## src/hdl/uitw_pkg.sv

```systemverilog
// Purpose: shared constants for the upstream isochronous traffic-class window registers
// Assumes: avalon-mm slave, 32-bit data, byte addresses
// Notes:   offsets are byte addresses
package uitw_pkg;
  localparam int          ADDR_W          = 8;
  localparam logic [7:0]  OFF_ISOC_CTRL   = 8'h04;
  localparam logic [7:0]  OFF_WIN0_CTRL   = 8'h08;
  localparam logic [7:0]  OFF_WIN0_BASE   = 8'h0c;
  localparam logic [7:0]  OFF_WIN0_LIMIT  = 8'h10;
  localparam int          BIT_ISOC_EN     = 0;
  localparam int          BIT_TABLE_ARB   = 1;
  localparam int          BIT_AGGR_ARB    = 2;
  localparam int          BIT_WIN_EN      = 0;
  localparam int          TC_LSB          = 1;
  localparam int          TC_W            = 3;
  localparam logic [2:0]  TC_ZERO         = 3'h0;
  localparam logic [15:0] CTRL_RESET      = 16'h0000;
  localparam logic [31:0] WORD_RESET      = 32'h00000000;
  localparam logic [31:0] UNMAPPED_READ   = 32'h00000000;

  typedef enum logic [1:0] {
    UITW_IDLE = 2'b00,
    UITW_ACK  = 2'b01
  } uitw_bus_state_t;
endpackage

```

## src/hdl/uitw_arb_mode.sv

```systemverilog
// Purpose: derive arbiter mode outputs from the isochrony control bits
// Assumes: arbiter consumes these as levels
// Notes:   purely combinational
`timescale 1ns/1ps
module uitw_arb_mode (
  input  wire logic tableArbOn,
  input  wire logic aggrArbOn,
  output logic      useClassicArbiter,
  output logic      useTableArbiter,
  output logic      allowMidPreempt
);
  // level two only meaningful on top of level one
  assign useClassicArbiter = !tableArbOn;
  assign useTableArbiter   = tableArbOn;
  assign allowMidPreempt   = tableArbOn && aggrArbOn;
endmodule

```

## src/hdl/uitw_regs.sv

```systemverilog
// Purpose: register bank for isochrony control and address window 0
// Assumes: avalon-mm master holds request until waitrequest low; rst covers all reset sources
// Notes:   one wait cycle per access; answer registered
`timescale 1ns/1ps

module uitw_regs #(
  parameter int AW = 32
) (
  input  wire logic                          clk,
  input  wire logic                          rst,
  input  wire logic [uitw_pkg::ADDR_W-1:0]   avsAddress,
  input  wire logic                          avsRead,
  input  wire logic                          avsWrite,
  input  wire logic [31:0]                   avsWritedata,
  input  wire logic [3:0]                    avsByteenable,
  output logic [31:0]                        avsReaddata,
  output logic                               avsWaitrequest,
  input  wire logic [AW-1:0]                 txnAddr,
  output logic                               winHit,
  output logic [2:0]                         txnTc,
  output logic                               useClassicArbiter,
  output logic                               useTableArbiter,
  output logic                               allowMidPreempt
);

  typedef struct packed {
    uitw_pkg::uitw_bus_state_t busState;
    logic                      isocEn;
    logic                      tableArb;
    logic                      aggrArb;
    logic                      winEn;
    logic [2:0]                winTc;
    logic [31:0]               winBase;
    logic [31:0]               winLimit;
    logic [31:0]               rdData;
  } uitw_state_t;

  uitw_state_t st_reg;
  uitw_state_t st_next;

  logic        req;
  logic [31:0] wmask;
  logic [31:0] rdMux;
  logic [31:0] newWord;

  assign req = avsRead || avsWrite;

  // byte lane mask from byteenable
  always_comb begin
    for (int i = 0; i < 4; i++) begin
      wmask[i*8 +: 8] = {8{avsByteenable[i]}};
    end
  end

  // read mux; unused bits tie to zero
  always_comb begin
    rdMux = uitw_pkg::UNMAPPED_READ;
    unique case (avsAddress)
      uitw_pkg::OFF_ISOC_CTRL: begin
        rdMux[uitw_pkg::BIT_ISOC_EN]   = st_reg.isocEn;
        rdMux[uitw_pkg::BIT_TABLE_ARB] = st_reg.tableArb;
        rdMux[uitw_pkg::BIT_AGGR_ARB]  = st_reg.aggrArb;
      end
      uitw_pkg::OFF_WIN0_CTRL: begin
        rdMux[uitw_pkg::BIT_WIN_EN]                      = st_reg.winEn;
        rdMux[uitw_pkg::TC_LSB +: uitw_pkg::TC_W]        = st_reg.winTc;
      end
      uitw_pkg::OFF_WIN0_BASE:  rdMux = st_reg.winBase;
      uitw_pkg::OFF_WIN0_LIMIT: rdMux = st_reg.winLimit;
      default:                  rdMux = uitw_pkg::UNMAPPED_READ;
    endcase
  end

  always_comb begin
    st_next = st_reg;
    newWord = uitw_pkg::WORD_RESET;
    unique case (st_reg.busState)
      uitw_pkg::UITW_IDLE: begin
        // first cycle of a request: latch read data, hold waitrequest
        if (req) begin
          st_next.busState = uitw_pkg::UITW_ACK;
          st_next.rdData   = rdMux;
        end
      end
      uitw_pkg::UITW_ACK: begin
        st_next.busState = uitw_pkg::UITW_IDLE;
        if (avsWrite) begin
          unique case (avsAddress)
            uitw_pkg::OFF_ISOC_CTRL: begin
              newWord = {31'h00000000, st_reg.isocEn};
              newWord[uitw_pkg::BIT_TABLE_ARB] = st_reg.tableArb;
              newWord[uitw_pkg::BIT_AGGR_ARB]  = st_reg.aggrArb;
              newWord = (newWord & ~wmask) | (avsWritedata & wmask);
              st_next.isocEn   = newWord[uitw_pkg::BIT_ISOC_EN];
              st_next.tableArb = newWord[uitw_pkg::BIT_TABLE_ARB];
              // aggressive bit only holds while table arbitration is on
              st_next.aggrArb  = newWord[uitw_pkg::BIT_AGGR_ARB]
                                 && newWord[uitw_pkg::BIT_TABLE_ARB];
            end
            uitw_pkg::OFF_WIN0_CTRL: begin
              newWord = {28'h0000000, st_reg.winTc, st_reg.winEn};
              newWord = (newWord & ~wmask) | (avsWritedata & wmask);
              st_next.winEn = newWord[uitw_pkg::BIT_WIN_EN];
              st_next.winTc = newWord[uitw_pkg::TC_LSB +: uitw_pkg::TC_W];
            end
            uitw_pkg::OFF_WIN0_BASE:
              st_next.winBase  = (st_reg.winBase & ~wmask) | (avsWritedata & wmask);
            uitw_pkg::OFF_WIN0_LIMIT:
              st_next.winLimit = (st_reg.winLimit & ~wmask) | (avsWritedata & wmask);
            default: ;
          endcase
        end
      end
      default: st_next.busState = uitw_pkg::UITW_IDLE;
    endcase
  end

  always_ff @(posedge clk or posedge rst) begin
    if (rst) begin
      // all reset sources merged upstream into rst
      st_reg.busState <= uitw_pkg::UITW_IDLE;
      st_reg.isocEn   <= 1'b0;
      st_reg.tableArb <= 1'b0;
      st_reg.aggrArb  <= 1'b0;
      st_reg.winEn    <= 1'b0;
      st_reg.winTc    <= uitw_pkg::TC_ZERO;
      st_reg.winBase  <= uitw_pkg::WORD_RESET;
      st_reg.winLimit <= uitw_pkg::WORD_RESET;
      st_reg.rdData   <= uitw_pkg::WORD_RESET;
    end else begin
      st_reg <= st_next;
    end
  end

  assign avsReaddata    = st_reg.rdData;
  assign avsWaitrequest = req && (st_reg.busState != uitw_pkg::UITW_ACK);

  uitw_arb_mode u_arb (
    .tableArbOn        (st_reg.tableArb),
    .aggrArbOn         (st_reg.aggrArb),
    .useClassicArbiter (useClassicArbiter),
    .useTableArbiter   (useTableArbiter),
    .allowMidPreempt   (allowMidPreempt)
  );

  uitw_window_match #(.AW(AW)) u_match (
    .txnAddr    (txnAddr),
    .winBase    (st_reg.winBase[AW-1:0]),
    .winLimit   (st_reg.winLimit[AW-1:0]),
    .winEnable  (st_reg.winEn),
    .isocEnable (st_reg.isocEn),
    .winTc      (st_reg.winTc),
    .winHit     (winHit),
    .txnTc      (txnTc)
  );

  aggr_needs_table_a: assert property (@(posedge clk) disable iff (rst)
    st_reg.aggrArb |-> st_reg.tableArb) else $error("aggressive set without table mode");

  tc_zero_off_a: assert property (@(posedge clk) disable iff (rst)
    !st_reg.isocEn |-> (txnTc == 3'h0 && !winHit)) else $error("nonzero tc while disabled");

  window_off_a: assert property (@(posedge clk) disable iff (rst)
    !st_reg.winEn |-> !winHit) else $error("hit on disabled window");

  window_tc_a: assert property (@(posedge clk) disable iff (rst)
    (st_reg.isocEn && st_reg.winEn && txnAddr >= st_reg.winBase[AW-1:0]
     && txnAddr <= st_reg.winLimit[AW-1:0]) |-> (winHit && txnTc == st_reg.winTc))
    else $error("in-range transaction not mapped");

  classic_arb_a: assert property (@(posedge clk) disable iff (rst)
    useClassicArbiter == !useTableArbiter) else $error("arbiter mode inconsistent");

  preempt_a: assert property (@(posedge clk) disable iff (rst)
    allowMidPreempt == (st_reg.tableArb && st_reg.aggrArb)) else $error("preempt mismatch");

  wait_one_a: assert property (@(posedge clk) disable iff (rst)
    (req && st_reg.busState == uitw_pkg::UITW_IDLE) |=> (!avsWaitrequest || !req))
    else $error("waitrequest held over one cycle");

  base_write_a: assert property (@(posedge clk) disable iff (rst)
    (avsWrite && !avsWaitrequest && avsAddress == uitw_pkg::OFF_WIN0_BASE
     && avsByteenable == 4'hf) |=> (st_reg.winBase == $past(avsWritedata)))
    else $error("base write lost");

  ctrl_read_a: assert property (@(posedge clk) disable iff (rst)
    (avsRead && !avsWaitrequest && (avsAddress == uitw_pkg::OFF_ISOC_CTRL
     || avsAddress == uitw_pkg::OFF_WIN0_CTRL)) |-> (avsReaddata[31:4] == 28'h0000000))
    else $error("reserved bits nonzero");

  limit_write_a: assert property (@(posedge clk) disable iff (rst)
    (avsWrite && !avsWaitrequest && avsAddress == uitw_pkg::OFF_WIN0_LIMIT
     && avsByteenable == 4'hf) |=> (st_reg.winLimit == $past(avsWritedata)))
    else $error("limit write lost");

  tc_write_a: assert property (@(posedge clk) disable iff (rst)
    (avsWrite && !avsWaitrequest && avsAddress == uitw_pkg::OFF_WIN0_CTRL
     && avsByteenable[0]) |=> (st_reg.winTc == $past(avsWritedata[3:1])
     && st_reg.winEn == $past(avsWritedata[0])))
    else $error("window control write lost");

  isoc_write_a: assert property (@(posedge clk) disable iff (rst)
    (avsWrite && !avsWaitrequest && avsAddress == uitw_pkg::OFF_ISOC_CTRL
     && avsByteenable[0]) |=> (st_reg.isocEn == $past(avsWritedata[0])
     && st_reg.aggrArb == ($past(avsWritedata[2]) && $past(avsWritedata[1]))))
    else $error("isochrony control write lost");

  // an idle bus must never stall the master
  idle_wait_a: assert property (@(posedge clk) disable iff (rst)
    !req |-> !avsWaitrequest) else $error("waitrequest without request");

  hit_cov: cover property (@(posedge clk) disable iff (rst) winHit);
  preempt_cov: cover property (@(posedge clk) disable iff (rst) allowMidPreempt);
  write_cov: cover property (@(posedge clk) disable iff (rst) avsWrite && !avsWaitrequest);
  read_cov: cover property (@(posedge clk) disable iff (rst) avsRead && !avsWaitrequest);
endmodule

```

## src/hdl/uitw_window_match.sv

```systemverilog
// Purpose: classify an upstream address against window 0
// Assumes: address is a level from the classifier, same clock
// Notes:   combinational; inclusive bounds
`timescale 1ns/1ps
module uitw_window_match #(
  parameter int AW = 32
) (
  input  wire logic [AW-1:0] txnAddr,
  input  wire logic [AW-1:0] winBase,
  input  wire logic [AW-1:0] winLimit,
  input  wire logic          winEnable,
  input  wire logic          isocEnable,
  input  wire logic [2:0]    winTc,
  output logic               winHit,
  output logic [2:0]         txnTc
);
  logic inRange;
  assign inRange = (txnAddr >= winBase) && (txnAddr <= winLimit);
  // disabled window has no say over traffic
  assign winHit  = inRange && winEnable && isocEnable;
  // global switch off forces everything to tc0
  assign txnTc   = winHit ? winTc : uitw_pkg::TC_ZERO;
endmodule

```

## config.mk

```make
export PLATFORM = sky130hd
export DESIGN_NAME = uitw_regs
export DESIGN_NICKNAME = d
export VERILOG_FILES = /design/src/hdl/uitw_pkg.sv /design/src/hdl/uitw_arb_mode.sv /design/src/hdl/uitw_regs.sv /design/src/hdl/uitw_window_match.sv
export SDC_FILE = /design/constraint.sdc
export NUM_CORES = 1
export LEC_CHECK = 0
export BUFFER_PORTS_ARGS = -buffer_cell sky130_fd_sc_hd__buf_2
export CAP_MARGIN = 20
export CORE_MARGIN = 2
export CORE_UTILIZATION = 60
export CTS_CLUSTER_DIAMETER = 40
export DETAILED_ROUTE_END_ITERATION = 7
export PLACE_DENSITY = 0.86
export SLEW_MARGIN = 15
export SYNTH_ARGS = -nofsm -noshare
export SYNTH_HDL_FRONTEND = slang
export SYNTH_SLANG_ARGS = --single-unit
```

## constraint.sdc

```tcl
create_clock -name clk -period 6.9 [get_ports clk]
set_clock_uncertainty 0.2 [all_clocks]
set_input_delay 0.69 -clock clk [delete_from_list [all_inputs] [get_ports clk]]
set_output_delay 0.69 -clock clk [all_outputs]
set_load 0.1 [all_outputs]
```

==> results of run 1 <==
metrics by stage:
stage | area (sq um) | hold WS (ns) | worst slack (ns)
global route | 6800 | 0.177 | 2.61
global placement | 6600 | 0.267 | 3.07
detailed placement | 6600 | 0.274 | 2.92
finish | 6800 | 0.152 | 2.84
CTS | 6800 | 0.172 | 2.88
floorplan | 6200 | 0.257 | -0.543
layer usage:
layer | routed length (um) | vias to the layer above | part of all wire, %
met1 | 6340 | 2383 | 41
li1 | - | 2334 | -
met2 | 7260 | 271 | 47
met4 | 465 | 0 | 3.0
met5 | 0 | - | 0
met3 | 1270 | 46 | 8.3
cell type report:
class	instances	share of cell area, %
Sequential cell	104	38.3
Inverter	72	4.01
Clock buffer	9	1.82
Timing Repair Buffer	123	9.20
Tap cell	136	2.50
Clock inverter	6	1.03
Multi-Input combinational cell	396	43.1
cell families after synthesis:
| family | count (synthesis) | synth area share, % |
|---|---|---|
| buf+inv | 130 | 10.8 |
| compound gates | 129 | 13.5 |
| flops | 104 | 42.0 |
| mux | 40 | 7.26 |
| fa+ha+maj | 64 | 12.9 |
| simple gates | 163 | 13.6 |
cell usage after synthesis (all sizes together) (4+ instances only):
cell     count
a2111oi      4
ha          64
nand2       52
nand3        5
nand2b       5
mux2        40
a21oi       27
buf         47
nand4       16
o21ai       48
and4         8
dfrtp      104
inv         72
a221oi      30
nor2        61
clkbuf      11
worst paths after layout:
path                              from         endpoint  slack, ns  depth (start not counted)
max                          flip-flop         txnTc[1]       2.84                          8
min                                rst        async pin       0.15                          2
max reg2reg                st_reg[103]   avsReaddata[0]       4.37                          5
min reg2reg                  flip-flop        flip-flop       0.30                          1
max in group asynchronous          rst  avsReaddata[27]       5.15                          3
min in group clk             flip-flop        flip-flop       0.30                          1
power breakdown:
part,switching (mW),internal [mW]
Sequential,0.0247,0.646
Clock,0.219,0.168
Combinational,0.332,0.0858
worst reg2reg max path, cell delays in order, from the launching register on:
cell     delay, ns
dfrtp_1       0.73
or2_2         0.76
inv_1         0.14
buf_4         0.29
o31ai_1       0.16
o21ai_1       0.13
==> impl_metrics.yaml, run 1 <==
critical_path:
  cp-start-kind: "flip-flop"
  cp_top_family: "compound AO/OA/AOI/OAI gates"
  critPathSlowestCell: "buf_2"
  end_kind: "output pin"
  cpPeakStageDelay_ns: 0.51
  path_buf_inv: 2
  critPathMaxFanout: 4
  cp.required_ns: 6.01
  critical_path_arrival_ns: 3.17
  crit_path_cell_trace: "inv_1, ha_1, nand4_1, or3_1, o311ai_1, o31ai_1, a2111oi_0, buf_2"
  setup.worst_path.class: "reg -> out"
sta:
  setup_viol: 0
  fin_crit_sh_pct: 58.9
  finalHoldViolCount: 0
  max_freq_ghz: 0.246
  relSlewSlack_pct: 45.4
  rsz0062_at_grt: "no"
  layout_min_cycle_time_ns: 4.06
  worstMarginPinSlew_ns: 0.818
  slew_viol_final: 0
  fin_tns_setup_ns: 0
global_routing:
  grt-busiest-layer: "met2"
  antenna_found_initial: 0
  grtUsageMet3_pct: 6.43
  grt_pass1_vias: 5175
  grt_max_degree: 64
  grt_pass1_wl_um: 25000
  use_met1_pct: 36.8
  track_usage_pct: 28.6
  grt_overflow: 0
  met2_usage_pct: 46.5
floorplan:
  fp.dieH_um: 106
  dieWidth_um: 106
  initial_core_util_pct: 60.9
  num_rows: 37
  ios: 120
  core_area_sq_um: 10200
  die-area_sq_um: 11200
logic_synthesis:
  synthArstFlopShare_pct: 100
  synthesis.area_per_instance_sq_um: 9.85
  yosys_warnings: 0
  synth_nets: 774
  synth_cells: 630
  yosysUniqueCellTypes: 47
  netlist_area_sq_um: 6200
  ys_ff_latch: 104
  synthTopCellsByArea: "dfrtp_1, ha_1, mux2_1, buf_4, inv_1"
  synth-main-ff-cell: "dfrtp_1"
  synth_top_cell_area_share_pct: 42.0
  yosysSeqAreaShare_pct: 42.0
  synth-edff-count: 0
  netlist.top_cell.by_area: "dfrtp_1"
clock_tree:
  clkTransAtPathRegs_ns: 0.10
  clock_path_buffers: 2
  cts.repair.resized: 0
  numCtsBuffers: 9
  clkSinkCount: 104
  post_cts_buffers: 0
  holdBufCountCts: 0
  clk-insertion-delay-late_ns: 0.38
  ctsHtreeMaxLevel: 3
  cts-root-buf: "clkbuf_8"
  cts_tree: "yes"
cells_and_area:
  diodes: 0
  final_cells: 846
  fill_cells: 798
  fin_util_pct: 66.7
  layout_common_cells: "buf_2, dfrtp_1, inv_1"
  final_common_cell: "buf_2"
  multiInputGateArea_sq_um: 2930
  seq_area_sq_um: 2600
  nNetsFinal: 850
  drive_gt1_share_pct: 22.3
  synthToLayoutAreaGrowth_pct: 9.56
route:
  ant_nets: 0
  drcViolationCount: 0
  drt-total-wl_um: 15300
  drt_iter0_drc: 301
  firstDrtPassIters: 5
  vias: 5034
  vias_per_cell: 5.95
  wl_per_cell_um: 18.1
placement:
  place_hpwl_um: 11300
  dp_cells: 831
  routabilityCongestion: 0.893
  io_buffers: 119
power:
  p_per_area_nw_per_um2: 217
  p_leak_nw: 3.40
  power.total_mw: 1.48
  ir_drop_v: 0.000157
job:
  timing.max_cap.violations: 0
status:
  outcome: "finished clean"
hold_path:
  hold_path_class: "in -> async"
Note: power is estimated with default switching activity, not from simulation.
==> run 2: changes to the inputs <==
--- a/config.mk
+++ b/config.mk
@@ -8,10 +8,10 @@
 export BUFFER_PORTS_ARGS = -buffer_cell sky130_fd_sc_hd__buf_2
 export CAP_MARGIN = 20
 export CORE_MARGIN = 2
-export CORE_UTILIZATION = 60
+export CORE_UTILIZATION = 56
 export CTS_CLUSTER_DIAMETER = 40
 export DETAILED_ROUTE_END_ITERATION = 7
-export PLACE_DENSITY = 0.86
+export PLACE_DENSITY = 0.81
 export SLEW_MARGIN = 15
 export SYNTH_ARGS = -nofsm -noshare
 export SYNTH_HDL_FRONTEND = slang
==> constraint.sdc (replaced) <==
create_clock -name clk -period 4.2 [get_ports clk]
set_clock_uncertainty 0.2 [all_clocks]
set_input_delay 0.42 -clock clk [delete_from_list [all_inputs] [get_ports clk]]
set_output_delay 0.42 -clock clk [all_outputs]
set_load 0.1 [all_outputs]
==> run 2 against run 1 <==
- via count barely moved
- worst hold slack got worse by 0.098 ns
- register-to-register slack worse by 2.4 ns
- combinational power rose by 66%
- worst setup slack worse by 2.3 ns
- global-route usage fell by 2.6 points
- non-clock buffer count rose by 4
- count of clock-buffer cells in the layout did not move
- routed wire length fell by 0.89%
- sequential share of layout area fell by 0.26 points
- flip-flop and latch count is the same
- critical endpoint is now txnTc[0]
==> impl_metrics.yaml, run 2 (synthesis gave the netlist of run 1 again) <==
clock_tree:
  cts-root-buf: "clkbuf_8"
  numCtsBuffers: 9
  post_cts_buffers: 0
  clock_path_buffers: 2
  clkTransAtPathRegs_ns: 0.10
  clk-insertion-delay-late_ns: 0.36
  ctsHtreeMaxLevel: 3
  clkSinkCount: 104
  cts_tree: "yes"
  cts.repair.resized: 0
  holdBufCountCts: 0
critical_path:
  critPathSlowestCell: "nor4_1"
  cp.required_ns: 3.58
  setup.worst_path.class: "reg -> out"
  critical_path_arrival_ns: 3.05
  crit_path_cell_trace: "inv_1, ha_1, nand4_1, nor4_1, and2_1, a21oi_1, a2111oi_1, buf_2"
  cp-start-kind: "flip-flop"
  end_kind: "output pin"
  cpPeakStageDelay_ns: 0.55
  critPathMaxFanout: 4
job:
  timing.max_cap.violations: 0
route:
  wl_per_cell_um: 17.8
  vias_per_cell: 5.89
  highest-signal-layer: "met4"
  drt-met1-wl_um: 6540
  dr_wl_met2_um: 7230
  firstDrtPassIters: 5
  vias: 5035
  drt-total-wl_um: 15200
  wl_met3_um: 867
  drt_iter0_drc: 263
  drcViolationCount: 0
  ant_nets: 0
global_routing:
  grt_pass1_vias: 4944
  grt_max_degree: 75
  grt_overflow: 0
  antenna_found_initial: 0
  grt_pass1_wl_um: 23900
  track_usage_pct: 26.0
sta:
  slew_viol_final: 0
  setup_viol: 0
  worstMarginPinSlew_ns: 0.941
  finalHoldViolCount: 0
  relSlewSlack_pct: 37.3
  fin_crit_sh_pct: 87.4
  rsz0062_at_grt: "no"
  max_freq_ghz: 0.272
  layout_min_cycle_time_ns: 3.67
  fin_tns_setup_ns: 0
cells_and_area:
  layout_common_cells: "buf_2, dfrtp_1, inv_1"
  design_area_sq_um: 6840
  final_cells: 855
  final_common_cell: "buf_2"
  nNetsFinal: 854
  drive_gt1_share_pct: 22.8
  synthToLayoutAreaGrowth_pct: 10.3
  fin_util_pct: 63.1
  diodes: 0
placement:
  io_buffers: 119
  placed_cell_area_sq_um: 6640
  routabilityCongestion: 0.941
  place_hpwl_um: 11600
  dp_cells: 839
floorplan:
  core_area_sq_um: 10800
  ios: 120
  initial_core_util_pct: 57.2
  fp.dieH_um: 109
  dieWidth_um: 109
  num_rows: 38
  die-area_sq_um: 11900
power:
  p_leak_nw: 3.43
  p_per_area_nw_per_um2: 355
  ir_drop_v: 0.000211
status:
  outcome: "finished clean"
hold_path:
  hold_path_class: "in -> async"
[run 2: worst max-delay path, delay by kind of cell (launching register included)]
| family | cells | cell delay [ns] |
|---|---|---|
| compound gates | 2 | 0.48 |
| fa+ha+maj | 1 | 0.32 |
| buf+inv | 2 | 0.57 |
| flops | 1 | 0.36 |
| simple gates | 3 | 0.96 |
[run 2: through the flow]
stage               hold WS (ns)  worst slack (ns)  power [mW]
detailed placement         0.279             0.796        1.81
global placement           0.268             0.915        1.79
finish                    0.0543             0.528        2.43
floorplan                  0.257             -1.36        1.71
CTS                       0.0673             0.545        2.44
global route              0.0713             0.314        2.53
[run 2: metal layers]
metal / track usage [%] / vias to the layer above
li1: - / 2345
met1: 34.5 / 2420
met2: 42.0 / 222
met3: 3.59 / 48
met4: 12.7 / 0
met5: 0 / -
[run 2: final cells by class]
type,instances,area [sq um]
clock buffer,9,124
clock inverter,7,77.6
timing repair buffer,127,656
multi-input combinational,396,2940
tap,140,175
fill,905,4000
sequential,104,2600
inverter,72,273
[run 2: path summary, 6_finish.rpt]
check | from | end | slack [ns] | cells after the start
worst min-delay path | rst | avsReaddata[8] | 0.05 | 2
worst max-delay path | flip-flop | txnTc[0] | 0.53 | 8
max in group asynchronous | rst | st_reg[103] | 2.76 | 3
min in group clk | avsWritedata[27] | flip-flop | 0.07 | 3
worst max register to register | st_reg[103] | avsReaddata[1] | 2.01 | 5
worst min register to register | flip-flop | flip-flop | 0.30 | 1
[run 2: report_power, final]
part	leakage, nW	internal [mW]	switching (mW)
Clock	0.101	0.282	0.356
Combinational	2.09	0.142	0.551
Sequential	1.25	1.06	0.0344
Total	3.43	1.49	0.941
